## config.mk

```make
export PLATFORM = sky130hd
export DESIGN_NAME = adcpc_top
export DESIGN_NICKNAME = d
export VERILOG_FILES = /design/src/verilog/adcpc_pkg.sv /design/src/verilog/adcpc_top.sv
export VERILOG_INCLUDE_DIRS = /design/src /design/src/verilog
export SDC_FILE = /design/constraint.sdc
export NUM_CORES = 1
export LEC_CHECK = 0
export BUFFER_PORTS_ARGS = -buffer_cell sky130_fd_sc_hd__buf_2
export CAP_MARGIN = 20
export CORE_ASPECT_RATIO = 0.8
export CORE_MARGIN = 1.5
export CORE_UTILIZATION = 45
export CTS_CLUSTER_DIAMETER = 100
export DETAILED_ROUTE_END_ITERATION = 8
export PLACE_DENSITY_LB_ADDON = 0.3
export SETUP_SLACK_MARGIN = 0.05
export SLEW_MARGIN = 10
export SYNTH_ARGS = -nofsm -noshare
export SYNTH_HDL_FRONTEND = slang
export SYNTH_SLANG_ARGS = --single-unit
```

## constraint.sdc

```tcl
create_clock -name I_SYS_CLK -period 11.2 [get_ports I_SYS_CLK]
set_input_delay 2.24 -clock I_SYS_CLK [delete_from_list [all_inputs] [get_ports I_SYS_CLK]]
set_output_delay 2.24 -clock I_SYS_CLK [all_outputs]
set_load 0.01 [all_outputs]
```

## src/verilog/adcpc_cfg.svh

```systemverilog
// Purpose: offsets, reset values and bit positions of the post-conversion unit
// Assumes: byte addresses on a 32-bit Avalon-MM slave
// Notes:   included by the bench and the top module
`ifndef ADCPC_CFG_SVH
`define ADCPC_CFG_SVH

`define ADCPC_OFS_CTRL     8'h00
`define ADCPC_OFS_STATUS   8'h04
`define ADCPC_OFS_RESULT   8'h08
`define ADCPC_OFS_PREV     8'h0C
`define ADCPC_OFS_ACC      8'h10
`define ADCPC_OFS_COUNT    8'h14
`define ADCPC_OFS_REPEAT   8'h18
`define ADCPC_OFS_SETPT    8'h1C
`define ADCPC_OFS_THR_LO   8'h20
`define ADCPC_OFS_THR_HI   8'h24
`define ADCPC_OFS_ERROR    8'h28
`define ADCPC_OFS_FILTER   8'h2C

`define ADCPC_CTRL_RST     32'h0000_0000
`define ADCPC_REPEAT_RST   8'h01
`define ADCPC_GO_BIT       1
`define ADCPC_ST_DONE      0
`define ADCPC_ST_THR       1
`define ADCPC_ST_MATH      2

`define ADCPC_RESP_OK      2'h0
`define ADCPC_RESP_DECERR  2'h3

`endif

```

## src/verilog/adcpc_pkg.sv

```systemverilog
// Purpose: types shared by the post-conversion unit
// Assumes: field layout of the control word is fixed here
// Notes:   reset values and offsets live in adcpc_cfg.svh
package adcpc_pkg;

   typedef enum logic [2:0]
   {
      MODE_BASIC = 3'h0,
      MODE_ACCUM = 3'h1,
      MODE_AVG   = 3'h2,
      MODE_BURST = 3'h3,
      MODE_LPF   = 3'h4
   } adcpc_mode_t;

   // control word, bit 0 is module enable, bit 1 is go
   typedef struct packed
   {
      logic [13:0] rsvd;
      logic [1:0]  err_sel;
      logic [2:0]  cmp_sel;
      logic [3:0]  lpf_shift;
      logic        stop_on_hit;
      adcpc_mode_t mode_select;
      logic        double_sample_enable;
      logic        previous_source_sel;
      logic        continuous_en;
      logic        go;
      logic        enable;
   } adcpc_ctrl_t;

   // finished conversion from the converter core
   typedef struct packed
   {
      logic       done;
      logic [9:0] result;
   } adcpc_conv_t;

endpackage

```

## src/verilog/adcpc_top.sv

```systemverilog
// Purpose: post-conversion computation unit with Avalon-MM registers
// Assumes: converter core on the same clock, trigger pin asynchronous
// Notes:   one register access answered per request, two cycles latency
//
// Functional notes
// five modes chosen by mode_select
// results may stop conversions or continue
// basic mode single or double sample
// basic sets done flag, threshold by calc
// accumulate adds result, counts samples
// average tests after repeat_target samples
// average clears accumulator on next trigger
// burst clears, converts repeat_target times, tests
// filter each result, first test after repeat_target
// after that, filter and test every trigger
// old result to previous when select is 0
// completion clears go, sets flags, updates accumulator; go stays set under continuous_en or mid-burst unless stop_on_hit fires
// error each or every second conversion
// filter, error, compare choices are configurable
`timescale 1ns/1ps
`include "adcpc_cfg.svh"

module adcpc_top
   import adcpc_pkg::*;
#(
   parameter int RES_W = 10,
   parameter int ACC_W = 16,
   parameter int CNT_W = 8
)
(
   input  wire logic        I_SYS_CLK,
   input  wire logic        I_RST,
   input  wire logic [7:0]  I_AVS_ADDRESS,
   input  wire logic        I_AVS_READ,
   input  wire logic        I_AVS_WRITE,
   input  wire logic [31:0] I_AVS_WRITEDATA,
   input  wire logic [3:0]  I_AVS_BYTEENABLE,
   output logic      [31:0] O_AVS_READDATA,
   output logic             O_AVS_WAITREQUEST,
   output logic      [1:0]  O_AVS_RESPONSE,
   input  wire logic        I_CONV_DONE,
   input  wire logic [9:0]  I_CONV_RESULT,
   input  wire logic        I_TRIGGER,
   output logic             O_CONV_START,
   output logic             O_GO,
   output logic             O_CONV_DONE_FLAG,
   output logic             O_THRESH_FLAG
);

   // byte-enable merge of a write into a stored word
   function automatic logic [31:0] be_merge(input logic [31:0] old_v,
                                            input logic [31:0] new_v,
                                            input logic [3:0]  be);
      logic [31:0] m;
      m = old_v;
      for (int i = 0; i < 4; i++)
      begin
         if (be[i])
            m[i*8 +: 8] = new_v[i*8 +: 8];
      end
      return m;
   endfunction

   adcpc_ctrl_t        ctrl_reg;
   logic               go_reg;
   logic               busy_reg;
   logic               start_reg;
   logic               burst_reg;
   logic               clr_pend_reg;
   logic               pair_reg;
   logic [2:0]         status_reg;
   logic [RES_W-1:0]   result_reg;
   logic [RES_W-1:0]   previous_result_reg;
   logic [ACC_W-1:0]   accumulator_reg;
   logic [ACC_W-1:0]   filter_reg;
   logic [CNT_W-1:0]   sample_counter;
   logic [CNT_W-1:0]   repeat_target;
   logic [15:0]        setpoint_reg;
   logic [15:0]        thr_lo_reg;
   logic [15:0]        thr_hi_reg;
   logic [16:0]        error_value;
   logic [31:0]        rdata_reg;
   logic [1:0]         resp_reg;
   logic               wait_reg;
   logic [3:0]         trig_sync_reg;
   adcpc_conv_t        conv;

   // bus decode
   wire        req      = I_AVS_READ | I_AVS_WRITE;
   wire        acc_edge = req & ~wait_reg;
   wire        wr_ack   = I_AVS_WRITE & ~wait_reg;
   wire [7:0]  a        = I_AVS_ADDRESS;
   wire        hit_ctrl = a == `ADCPC_OFS_CTRL;
   wire        hit_stat = a == `ADCPC_OFS_STATUS;
   wire        hit_prev = a == `ADCPC_OFS_PREV;
   wire        hit_rpt  = a == `ADCPC_OFS_REPEAT;
   wire        hit_sp   = a == `ADCPC_OFS_SETPT;
   wire        hit_lo   = a == `ADCPC_OFS_THR_LO;
   wire        hit_hi   = a == `ADCPC_OFS_THR_HI;
   wire        mapped   = hit_ctrl | hit_stat | hit_prev | hit_rpt |
                          hit_sp | hit_lo | hit_hi |
                          a == `ADCPC_OFS_RESULT | a == `ADCPC_OFS_ACC |
                          a == `ADCPC_OFS_COUNT | a == `ADCPC_OFS_ERROR |
                          a == `ADCPC_OFS_FILTER;

   wire [31:0] ctrl_rd  = {ctrl_reg[31:2], go_reg, ctrl_reg.enable};
   wire [31:0] rd_mux =
      hit_ctrl ? ctrl_rd :
      hit_stat ? {29'h0, status_reg} :
      a == `ADCPC_OFS_RESULT ? {{(32-RES_W){1'b0}}, result_reg} :
      hit_prev ? {{(32-RES_W){1'b0}}, previous_result_reg} :
      a == `ADCPC_OFS_ACC ? {{(32-ACC_W){1'b0}}, accumulator_reg} :
      a == `ADCPC_OFS_COUNT ? {{(32-CNT_W){1'b0}}, sample_counter} :
      hit_rpt  ? {{(32-CNT_W){1'b0}}, repeat_target} :
      hit_sp   ? {16'h0000, setpoint_reg} :
      hit_lo   ? {16'h0000, thr_lo_reg} :
      hit_hi   ? {16'h0000, thr_hi_reg} :
      a == `ADCPC_OFS_ERROR ? {{15{error_value[16]}}, error_value} :
      a == `ADCPC_OFS_FILTER ? {{(32-ACC_W){1'b0}}, filter_reg} :
      32'h0000_0000;

   wire [31:0] wr_ctrl  = be_merge(ctrl_rd, I_AVS_WRITEDATA,
                                   I_AVS_BYTEENABLE);
   wire [31:0] wr_stat  = be_merge(32'h0000_0000, I_AVS_WRITEDATA,
                                   I_AVS_BYTEENABLE);
   wire [31:0] wr_prev  = be_merge({{(32-RES_W){1'b0}}, previous_result_reg},
                                   I_AVS_WRITEDATA, I_AVS_BYTEENABLE);
   wire [31:0] wr_rpt   = be_merge({{(32-CNT_W){1'b0}}, repeat_target},
                                   I_AVS_WRITEDATA, I_AVS_BYTEENABLE);
   wire [31:0] wr_sp    = be_merge({16'h0000, setpoint_reg},
                                   I_AVS_WRITEDATA, I_AVS_BYTEENABLE);
   wire [31:0] wr_lo    = be_merge({16'h0000, thr_lo_reg},
                                   I_AVS_WRITEDATA, I_AVS_BYTEENABLE);
   wire [31:0] wr_hi    = be_merge({16'h0000, thr_hi_reg},
                                   I_AVS_WRITEDATA, I_AVS_BYTEENABLE);
   wire        ctrl_wr  = wr_ack & hit_ctrl;

   // trigger pin edge, taken once second and third stage agree
   wire        trig_rise = (&trig_sync_reg[2:1]) & ~trig_sync_reg[3];
   wire        trig_hold = trig_rise |
                           (trig_sync_reg[3] & (|trig_sync_reg[2:1]));

   // conversion start and completion
   assign conv = {I_CONV_DONE & busy_reg, I_CONV_RESULT};
   wire        start_ok = ctrl_reg.enable & go_reg & ~busy_reg & ~start_reg;
   adcpc_mode_t mode;
   assign mode = ctrl_reg.mode_select;
   wire        is_accum = mode == MODE_ACCUM;
   wire        is_avg   = mode == MODE_AVG;
   wire        is_burst = mode == MODE_BURST;
   wire        is_lpf   = mode == MODE_LPF;
   wire        is_basic = ~(is_accum | is_avg | is_burst | is_lpf);
   wire        burst_go = start_ok & is_burst & ~burst_reg;

   // accumulator and counter next values
   wire [ACC_W-1:0] d_ext   = {{(ACC_W-RES_W){1'b0}}, conv.result};
   wire [ACC_W-1:0] acc_base = (is_avg & clr_pend_reg) ?
                               {ACC_W{1'b0}} : accumulator_reg;
   wire [CNT_W-1:0] cnt_base = (is_avg & clr_pend_reg) ?
                               {CNT_W{1'b0}} : sample_counter;
   wire [ACC_W-1:0] acc_sum = acc_base + d_ext;
   wire             cnt_max = &cnt_base;
   wire [CNT_W-1:0] cnt_inc = cnt_max ? cnt_base :
                              cnt_base + {{(CNT_W-1){1'b0}}, 1'b1};
   wire [ACC_W-1:0] acc_new = is_basic ? d_ext : acc_sum;

   // low-pass filter, coefficient is a power-of-two shift
   wire signed [ACC_W:0] lpf_diff = $signed({1'b0, d_ext}) -
                                    $signed({1'b0, filter_reg});
   wire signed [ACC_W:0] lpf_step = lpf_diff >>> ctrl_reg.lpf_shift;
   wire [ACC_W-1:0] lpf_new = filter_reg + lpf_step[ACC_W-1:0];
   wire [ACC_W-1:0] avg_new = acc_new >> ctrl_reg.lpf_shift;
   wire [ACC_W-1:0] calc_v  = is_lpf ? lpf_new : avg_new;

   // test cadence per mode
   wire reached   = cnt_inc >= repeat_target;
   wire pair_ok   = ~ctrl_reg.double_sample_enable | pair_reg;
   wire test_now  = (is_basic | is_accum) ? pair_ok :
                    reached;

   // error calculation variants
   wire signed [16:0] sp_s  = $signed({1'b0, setpoint_reg});
   wire signed [16:0] res_s = $signed({{(17-RES_W){1'b0}}, conv.result});
   wire signed [16:0] old_s = $signed({{(17-RES_W){1'b0}}, result_reg});
   wire signed [16:0] prv_s =
      $signed({{(17-RES_W){1'b0}}, previous_result_reg});
   wire signed [16:0] clc_s = $signed({1'b0, calc_v[15:0]});
   wire signed [16:0] err_new =
      ctrl_reg.err_sel == 2'h0 ? res_s - old_s :
      ctrl_reg.err_sel == 2'h1 ? res_s - sp_s  :
      ctrl_reg.err_sel == 2'h2 ? clc_s - sp_s  :
      prv_s - sp_s;
   wire signed [16:0] lo_s = $signed({thr_lo_reg[15], thr_lo_reg});
   wire signed [16:0] hi_s = $signed({thr_hi_reg[15], thr_hi_reg});
   wire below = err_new < lo_s;
   wire above = err_new > hi_s;
   wire cmp_hit =
      ctrl_reg.cmp_sel == 3'h1 ? below :
      ctrl_reg.cmp_sel == 3'h2 ? ~below :
      ctrl_reg.cmp_sel == 3'h3 ? above :
      ctrl_reg.cmp_sel == 3'h4 ? ~above :
      ctrl_reg.cmp_sel == 3'h5 ? below | above :
      ctrl_reg.cmp_sel == 3'h6 ? ~(below | above) :
      ctrl_reg.cmp_sel == 3'h7;
   wire thr_set  = conv.done & test_now & cmp_hit;

   // go after completion: repeat or stop
   wire keep_on  = ctrl_reg.continuous_en | (is_burst & ~test_now);
   wire stop_hit = ctrl_reg.stop_on_hit & thr_set;
   wire go_clr   = conv.done & (~keep_on | stop_hit);
   wire go_hw    = trig_rise ? 1'b1 : (go_clr ? 1'b0 : go_reg);
   wire go_next  = ctrl_wr ? wr_ctrl[`ADCPC_GO_BIT] : go_hw;

   // sticky flags, hardware set wins over software clear
   wire [2:0] st_set = {conv.done, thr_set, conv.done};
   wire [2:0] st_clr = (wr_ack & hit_stat) ? wr_stat[2:0] : 3'h0;
   wire [2:0] status_next = st_set | (status_reg & ~st_clr);

   // bus slave
   always_ff @(posedge I_SYS_CLK)
   begin
      if (I_RST)
      begin
         wait_reg  <= 1'b1;
         rdata_reg <= 32'h0000_0000;
         resp_reg  <= `ADCPC_RESP_OK;
      end
      else
      begin
         wait_reg  <= ~(req & wait_reg);
         rdata_reg <= (I_AVS_READ & wait_reg) ? rd_mux : 32'h0000_0000;
         resp_reg  <= (req & wait_reg & ~mapped) ?
                      `ADCPC_RESP_DECERR : `ADCPC_RESP_OK;
      end
   end

   // software-written settings
   always_ff @(posedge I_SYS_CLK)
   begin
      if (I_RST)
      begin
         ctrl_reg      <= `ADCPC_CTRL_RST;
         repeat_target <= CNT_W'(`ADCPC_REPEAT_RST);
         setpoint_reg  <= 16'h0000;
         thr_lo_reg    <= 16'h0000;
         thr_hi_reg    <= 16'h0000;
      end
      else
      begin
         if (ctrl_wr)
            ctrl_reg <= {14'h0000, wr_ctrl[17:2], 1'b0, wr_ctrl[0]};
         if (wr_ack & hit_rpt)
            repeat_target <= wr_rpt[CNT_W-1:0];
         if (wr_ack & hit_sp)
            setpoint_reg <= wr_sp[15:0];
         if (wr_ack & hit_lo)
            thr_lo_reg <= wr_lo[15:0];
         if (wr_ack & hit_hi)
            thr_hi_reg <= wr_hi[15:0];
      end
   end

   // conversion sequencing
   always_ff @(posedge I_SYS_CLK)
   begin
      if (I_RST)
      begin
         trig_sync_reg <= 4'h0;
         go_reg        <= 1'b0;
         start_reg     <= 1'b0;
         busy_reg      <= 1'b0;
         burst_reg     <= 1'b0;
         status_reg    <= 3'h0;
      end
      else
      begin
         trig_sync_reg <= {trig_hold, trig_sync_reg[1:0], I_TRIGGER};
         go_reg        <= go_next;
         start_reg     <= start_ok;
         busy_reg      <= start_ok | (busy_reg & ~conv.done);
         status_reg    <= status_next;
         if (burst_go)
            burst_reg <= 1'b1;
         else if (conv.done & (test_now | ~is_burst))
            burst_reg <= 1'b0;
      end
   end

   // result path and computation
   always_ff @(posedge I_SYS_CLK)
   begin
      if (I_RST)
      begin
         result_reg          <= {RES_W{1'b0}};
         previous_result_reg <= {RES_W{1'b0}};
         accumulator_reg     <= {ACC_W{1'b0}};
         filter_reg          <= {ACC_W{1'b0}};
         sample_counter      <= {CNT_W{1'b0}};
         error_value         <= 17'h00000;
         clr_pend_reg        <= 1'b0;
         pair_reg            <= 1'b0;
      end
      else if (burst_go)
      begin
         accumulator_reg <= {ACC_W{1'b0}};
         sample_counter  <= {CNT_W{1'b0}};
      end
      else if (conv.done)
      begin
         if (!ctrl_reg.previous_source_sel)
            previous_result_reg <= result_reg;
         result_reg      <= conv.result;
         accumulator_reg <= acc_new;
         filter_reg      <= lpf_new;
         if (!is_basic)
            sample_counter <= cnt_inc;
         pair_reg     <= ctrl_reg.double_sample_enable & ~pair_reg;
         clr_pend_reg <= is_avg & test_now;
         if (test_now)
            error_value <= err_new;
      end
      else
      begin
         if (wr_ack & hit_prev & ctrl_reg.previous_source_sel)
            previous_result_reg <= wr_prev[RES_W-1:0];
         if (!ctrl_reg.double_sample_enable)
            pair_reg <= 1'b0;
      end
   end

   assign O_AVS_READDATA    = rdata_reg;
   assign O_AVS_WAITREQUEST = wait_reg;
   assign O_AVS_RESPONSE    = resp_reg;
   assign O_CONV_START      = start_reg;
   assign O_GO              = go_reg;
   assign O_CONV_DONE_FLAG  = status_reg[`ADCPC_ST_DONE];
   assign O_THRESH_FLAG     = status_reg[`ADCPC_ST_THR];

endmodule
```

==> out/qor.csv, run 1 <==
stage;metric;value;unit
run_status;status;completed;
clocking;cts_made_buffers;17;
clocking;cts_max_level;4;
power_and_ir_drop;power;1.48;mW
setup_path;regToRegEndpoint;O_GO;
clocking;cts_tree;done;
final_layout;area_growth;9.36;%
final_layout;nFillCells;3128;
synth;ys_warn_count;0;
route;drt_pass1_iterations;6;
setup_path;reg2reg_from;filter_reg[1];
setup_path;cp-start-kind;input port;
setup_path;cp_max_fo;8;
setup_path;reg2reg_depth;41;
final_layout;nets;2188;
die;die_h;165;um
setup_path;critPathTopFamily;compound AO/OA/AOI/OAI gates;
route;wire_per_inst;22.0;um
synth;yosys_register_bits;184;
timing;setup_tns;0;ns
clocking;cts-root-buf;clkbuf_16;
timing;drv_slew;0;
timing;fin_crit;10.54;ns
synth;synth_cell_types;91;
synth;syn_inst;1997;
power_and_ir_drop;leakagePower;6.03;nW
final_layout;final_common_cell;nand2_1;
timing;min_period_over_period;94.2;%
placement;place_ws;0.246;ns
setup_path;cpPeakStageDelay;0.56;ns
global_routing;gr-total-overflow;0;
setup_path;crit_buf_inv;4;
clocking;cts_sinks;184;
die;dieArea;33700;sq um
clocking;clkTransAtPathRegs;0.07;ns
min_path;hold_end;trig_sync_reg[1];
clocking;hold_buffers;0;
setup_path;cp.arrival;10.90;ns
clocking;cts_resized;0;
synth;avgSynthCellArea;7.35;sq um
setup_path;cp_slowest_cell;or4_1;
synth;synth_edf_count;0;
power_and_ir_drop;power_density;92.0;nW/um^2
job;drv_cap;0;
timing;fmax;0.0948;GHz
final_layout;drive_gt1_share;11.5;%
timing;setup_viol;0;
timing;hold_viol_final;0;
timing;maxSlewHeadroom;27.7;%
die;die_width;205;um
power_and_ir_drop;ir_drop;0.000108;V
synth;ys.flop_type;dfxtp_1;
placement;dp_hpwl;40800;um
route;detail_route.drc_violations;0;
setup_path;critical_path_class;input port to flip-flop;
placement;place.port_buffers;83;
die;rows;58;
clocking;clk_path_buf_depth;2;
timing;grt_setup_unrepaired;no;
synth;async_flop_share;0;%
final_layout;antennaDiodeCount;0;
global_routing;antenna_found_initial;1;
timing;worst_slack;0.655;ns
final_layout;final_util;50.5;%
setup_path;cp.required;11.56;ns
timing;worstMarginPinSlew;1.08;ns
route;wirelength;54000;um
route;vias;15557;
clocking;clock_latency;0.47;ns
min_path;holdCritPathClass;flip-flop to flip-flop;
final_layout;largest_register_ff_count;19;
route;drtIter0Drc;2143;
setup_path;endpoint_kind;flip-flop;
final_layout;layout_common_cells;nand2_1, nor2_1, dfxtp_1;
clocking;postCtsSetupRepairBufs;0;
global_routing;track_usage;32.0;%
setup_path;crit_top_cell;o21ai_0;
synth;synth_area;14700;sq um
route;vias_per_cell;6.34;
global_routing;grt_pass1_wl;82400;um
die;start_util;46.2;%
synth;yosysSeqAreaShare;25.1;%
min_path;whs_path_depth;1;
die;coreArea;31800;sq um
placement;gp_congestion;0.942;
global_routing;grt_pass1_vias;14056;
die;io_pins;99;
timing;clock_skew;0.0166;ns
setup_path;r2r_setup_slack;2.01;ns
global_routing;grt_max_degree;75;
synth;synth_fp_nets;2166;
min_path;hold_start;trig_sync_reg[0];
route;ant_nets;0;
metrics by stage:
stage | hold slack [ns] | cells | cell area (sq um)
3_5_place_dp | 0.444 | 2419 | 15400
3_3_place_gp | 0.437 | 2419 | 15400
2_1_floorplan | 0.414 | 1997 | 14700
4_1_cts | 0.459 | 2451 | 16000
5_1_grt | 0.473 | 2452 | 16100
6_report | 0.455 | 2452 | 16100
layout make-up:
class | instances | area [sq um] | share of cell area (%)
Clock buffer | 19 | 453 | 2.82
Clock inverter | 13 | 139 | 0.865
Inverter | 109 | 409 | 2.55
Multi-Input combinational cell | 1578 | 10100 | 62.8
Sequential cell | 184 | 3680 | 22.9
Tap cell | 420 | 526 | 3.27
Timing Repair Buffer | 129 | 763 | 4.75
where the power goes:
part	switching, mW	internal, mW
registers	0.000625	0.655
logic	0.126	0.0767
clock network	0.295	0.325
total	0.422	1.06
how the worst max path moves through the flow:
stage	slack [ns]	to	startpoint	cells after the start
finish	0.66	O_GO	I_CONV_RESULT[5]	40
global route	0.08	O_GO	I_CONV_RESULT[5]	42
floorplan	1.63	O_GO	I_CONV_RESULT[0]	42
detailed placement	0.25	O_GO	I_CONV_RESULT[0]	44
CTS	0.68	O_GO	I_CONV_RESULT[0]	44
global placement	0.39	O_GO	I_CONV_RESULT[0]	42
logic make-up (layout without fill, tap and decap cells):
logic type / Yosys count / in the layout / share of synthesized area [%]
buf+inv: 235 / 270 / 6.46
fa+ha+maj: 109 / 109 / 9.54
flops: 184 / 184 / 25.1
compound gates: 599 / 599 / 27.6
xor+xnor: 51 / 51 / 3.09
mux: 52 / 52 / 3.98
simple gates: 767 / 767 / 24.2
Yosys cell counts (17+ instances only):
master      n  area share (%)
a211oi_1   29             1.5
a21o_1     24             1.2
a21oi_1   184             6.3
a221oi_1   18             1.1
a22oi_1    44             2.2
a31oi_1    22            0.94
and2_1     22            0.94
and3_1     17            0.72
clkbuf_1   85             2.2
dfxtp_1   184              25
ha_1      104             8.9
inv_1     109             2.8
mux2i_1    37             2.5
nand2_1   266             6.8
nand2b_1   18            0.77
nand3_1    92             3.1
nor2_1    192             4.9
nor2b_1    28             1.2
nor3_1     45             1.5
o211ai_1   17            0.87
o21a_1     28             1.4
o21ai_0    85             2.9
xnor2_1    32             1.9
xor2_1     18             1.1
worst reg2reg max path, delay by kind of cell (launching register included):
kind,cells,cell delay (ns)
buffers and inverters,5,0.66
AOI/OAI and AO/OA,22,4.68
and+or+nand+nor,6,1.16
xor gates and xnor gates,2,0.27
adders and majority gates,5,1.58
muxes,1,0.19
DFF,1,0.58
metal layers:
metal / GRT usage [%] / vias up / wire, um
met1: 45.2 / 7431 / 24100
met4: 9.99 / 0 / 1520
met3: 6.59 / 102 / 5420
li1: - / 7253 / -
met2: 48.7 / 771 / 23000
met5: 0 / - / 0
Power figures use the tool's default switching activity.
==> inputs of run 2 (changes only) <==
- ABC_AREA: unset -> 1
- clock period: 11.2 -> 8.7 ns (I/O delays scaled with it)
==> run 2 against run 1 <==
- clock-buffer cell count is 1 lower
- via count up 4.5%
- register-to-register slack worse by 0.85 ns
- non-clock buffer count increased by 135
- core utilization rose by 4.8 points
- synthesized cell count increased by 13%
- worst hold slack got worse by 0.054 ns
==> out/qor.csv, run 2 <==
stage;metric;value;unit
run_status;status;completed;
die;rows;58;
min_path;whs_path_depth;2;
final_layout;largest_register_ff_count;19;
power_and_ir_drop;power_density;113;nW/um^2
synth;yosys_register_bits;184;
global_routing;grt_pass1_wl;81000;um
min_path;hold_start;trig_sync_reg[0];
route;drt_pass1_iterations;8;
placement;place.port_buffers;83;
synth;synth_area;14300;sq um
final_layout;finalNonFillerCells;2871;
final_layout;nets;2606;
final_layout;nFillCells;3057;
timing;maxSlewHeadroom;26.4;%
setup_path;r2r_setup_slack;1.16;ns
route;wirelength;53500;um
timing;whs;0.401;ns
timing;fin_crit;8.46;ns
route;vias;16263;
timing;fmax;0.118;GHz
global_routing;grt_pass1_vias;14640;
global_routing;antenna_found_initial;0;
setup_path;cp_slowest_cell;fa_2;
setup_path;cp-start-kind;input port;
clocking;clkTransAtPathRegs;0.07;ns
synth;yosysSeqAreaShare;25.7;%
setup_path;cp_max_fo;3;
clocking;cts_made_buffers;17;
die;dieArea;32900;sq um
synth;synth_area_leaders;dfxtp_1, nand2_1, ha_1, a21oi_1, inv_1;
synth;synth_cell_types;51;
setup_path;crit_top_cell;nand2_1;
synth;ys_warn_count;0;
final_layout;ff_latch_area;3680;sq um
synth;synth_top_area_cell;dfxtp_1;
synth;yosys-top-cells-count;nand2_1, inv_1, a21oi_1, o21ai_0, dfxtp_1;
clocking;cts_sinks;184;
die;coreArea;31400;sq um
synth;synth_edf_count;0;
final_layout;layout_common_cells;nand2_1, inv_1, a21oi_1;
placement;post-place-cells;2811;
placement;dp_hpwl;40400;um
setup_path;endpoint_kind;flip-flop;
clocking;clock_latency;0.47;ns
synth;syn_inst;2256;
min_path;hold_end;trig_sync_reg[1];
route;wire_per_inst;18.7;um
synth;ys.flop_type;dfxtp_1;
timing;worstMarginPinSlew;1.10;ns
clocking;cts_tree;done;
route;vias_per_cell;5.66;
final_layout;multi_input_area;9510;sq um
die;start_util;45.7;%
global_routing;grt_max_degree;76;
timing;min_period_over_period;97.2;%
setup_path;regToRegEndpoint;O_GO;
synth;synth_fp_nets;2425;
global_routing;track_usage;31.9;%
die;io_pins;99;
timing;clock_skew;0.0178;ns
timing;drv_slew;0;
setup_path;critical_path_class;input port to flip-flop;
setup_path;cpPeakStageDelay;0.37;ns
route;ant_nets;0;
timing;hold_viol_final;0;
setup_path;reg2reg_depth;57;
job;drv_cap;0;
placement;gp_congestion;0.983;
synth;avgSynthCellArea;6.35;sq um
route;drtIter0Drc;1509;
timing;grt_setup_unrepaired;yes;
synth;yosysTopAreaCellShare;25.7;%
setup_path;cp.required;9.06;ns
route;detail_route.drc_violations;0;
setup_path;cp.arrival;8.82;ns
setup_path;reg2reg_from;filter_reg[2];
clocking;clk_path_buf_depth;2;
power_and_ir_drop;leakagePower;7.89;nW
final_layout;drive_gt1_share;19.8;%
synth;synth.most_common_cell;nand2_1;
min_path;holdCritPathClass;flip-flop to flip-flop;
power_and_ir_drop;ir_drop;0.000123;V
final_layout;area_growth;21.2;%
die;die_h;163;um
clocking;hold_buffers;0;
timing;setup_viol;0;
global_routing;gr-total-overflow;0;
die;die_width;202;um
synth;async_flop_share;0;%
clocking;cts_max_level;4;
clocking;cts-root-buf;clkbuf_16;
final_layout;final_common_cell;nand2_1;
run 2: cell types whose count changed after synthesis, sizes merged, moves of 41 or more:
cell   delta
a22oi    -41
a21oi    +73
nand2   +203
inv     +224
nand3    +64
o21ai   +172
run 2: worst max-delay path by stage:
stage          slack (ns)  cells past startpoint        startpoint  endpoint
2_1_floorplan        0.33                     59  I_CONV_RESULT[0]      O_GO
3_3_place_gp        -0.83                     59  I_CONV_RESULT[0]      O_GO
3_5_place_dp        -0.92                     58  I_CONV_RESULT[0]      O_GO
4_1_cts              0.05                     63  I_CONV_RESULT[0]      O_GO
5_1_grt             -0.17                     64  I_CONV_RESULT[0]      O_GO
6_report             0.24                     58  I_CONV_RESULT[0]      O_GO
run 2: layer usage:
metal	routed length (um)	vias to the layer above	track usage (%)
li1	-	7878	-
met2	22600	759	47.5
met4	1630	0	11.4
met5	0	-	0
met1	24200	7516	44.5
met3	5150	110	7.84
run 2: logic make-up after synthesis:
| logic type | synth area share [%] |
|---|---|
| flops | 25.7 |
| compound gates | 24.9 |
| fa+ha+maj | 9.79 |
| simple gates | 25.5 |
| xor+xnor | 1.90 |
| buf+inv | 12.2 |
| mux | 0.0699 |
run 2: per-stage QoR:
step / TNS (ns) / utilization (%) / area, sq um / power [mW] / setup slack [ns]
after floorplan: 0 / - / 14300 / 1.02 / 0.334
after global placement: -1.42 / 50.8 / 15900 / 1.14 / -0.827
after detailed placement: -1.61 / 50.8 / 15900 / 1.15 / -0.919
after CTS: 0 / 53.2 / 16700 / 1.91 / 0.0538
after global routing: -0.277 / 55.3 / 17300 / 2.03 / -0.168
final: 0 / 55.3 / 17300 / 1.95 / 0.244
run 2: layout make-up:
type / count / area share (%)
inverter: 336 / 7.32
clock buffer: 18 / 2.47
tap: 420 / 3.03
antenna: 1 / 0.0144
multi-input combinational: 1634 / 54.8
sequential: 184 / 21.2
timing repair buffer: 264 / 10.3
clock inverter: 14 / 0.808
run 2: timing repair:
| action | CTS | global route |
|---|---|---|
| setup buffers | 10 | 18 |
| pin swaps | 17 | 70 |
| setup endpoints to repair | 2 | 2 |
| gates resized for setup | 31 | 133 |
run 2: report_power, final:
group | internal [mW] | total, mW | switching [mW]
Sequential | 0.843 | 0.844 | 0.00101
Combinational | 0.136 | 0.332 | 0.197
Clock | 0.401 | 0.778 | 0.377
Total | 1.38 | 1.95 | 0.575
run 2: critical path, delay by kind of cell:
| kind | cells | cell delay (ns) |
|---|---|---|
| and+or+nand+nor | 32 | 2.93 |
| AOI/OAI and AO/OA | 11 | 1.62 |
| buffers and inverters | 8 | 0.69 |
| adders and majority gates | 6 | 1.66 |
| xor gates and xnor gates | 1 | 0.15 |
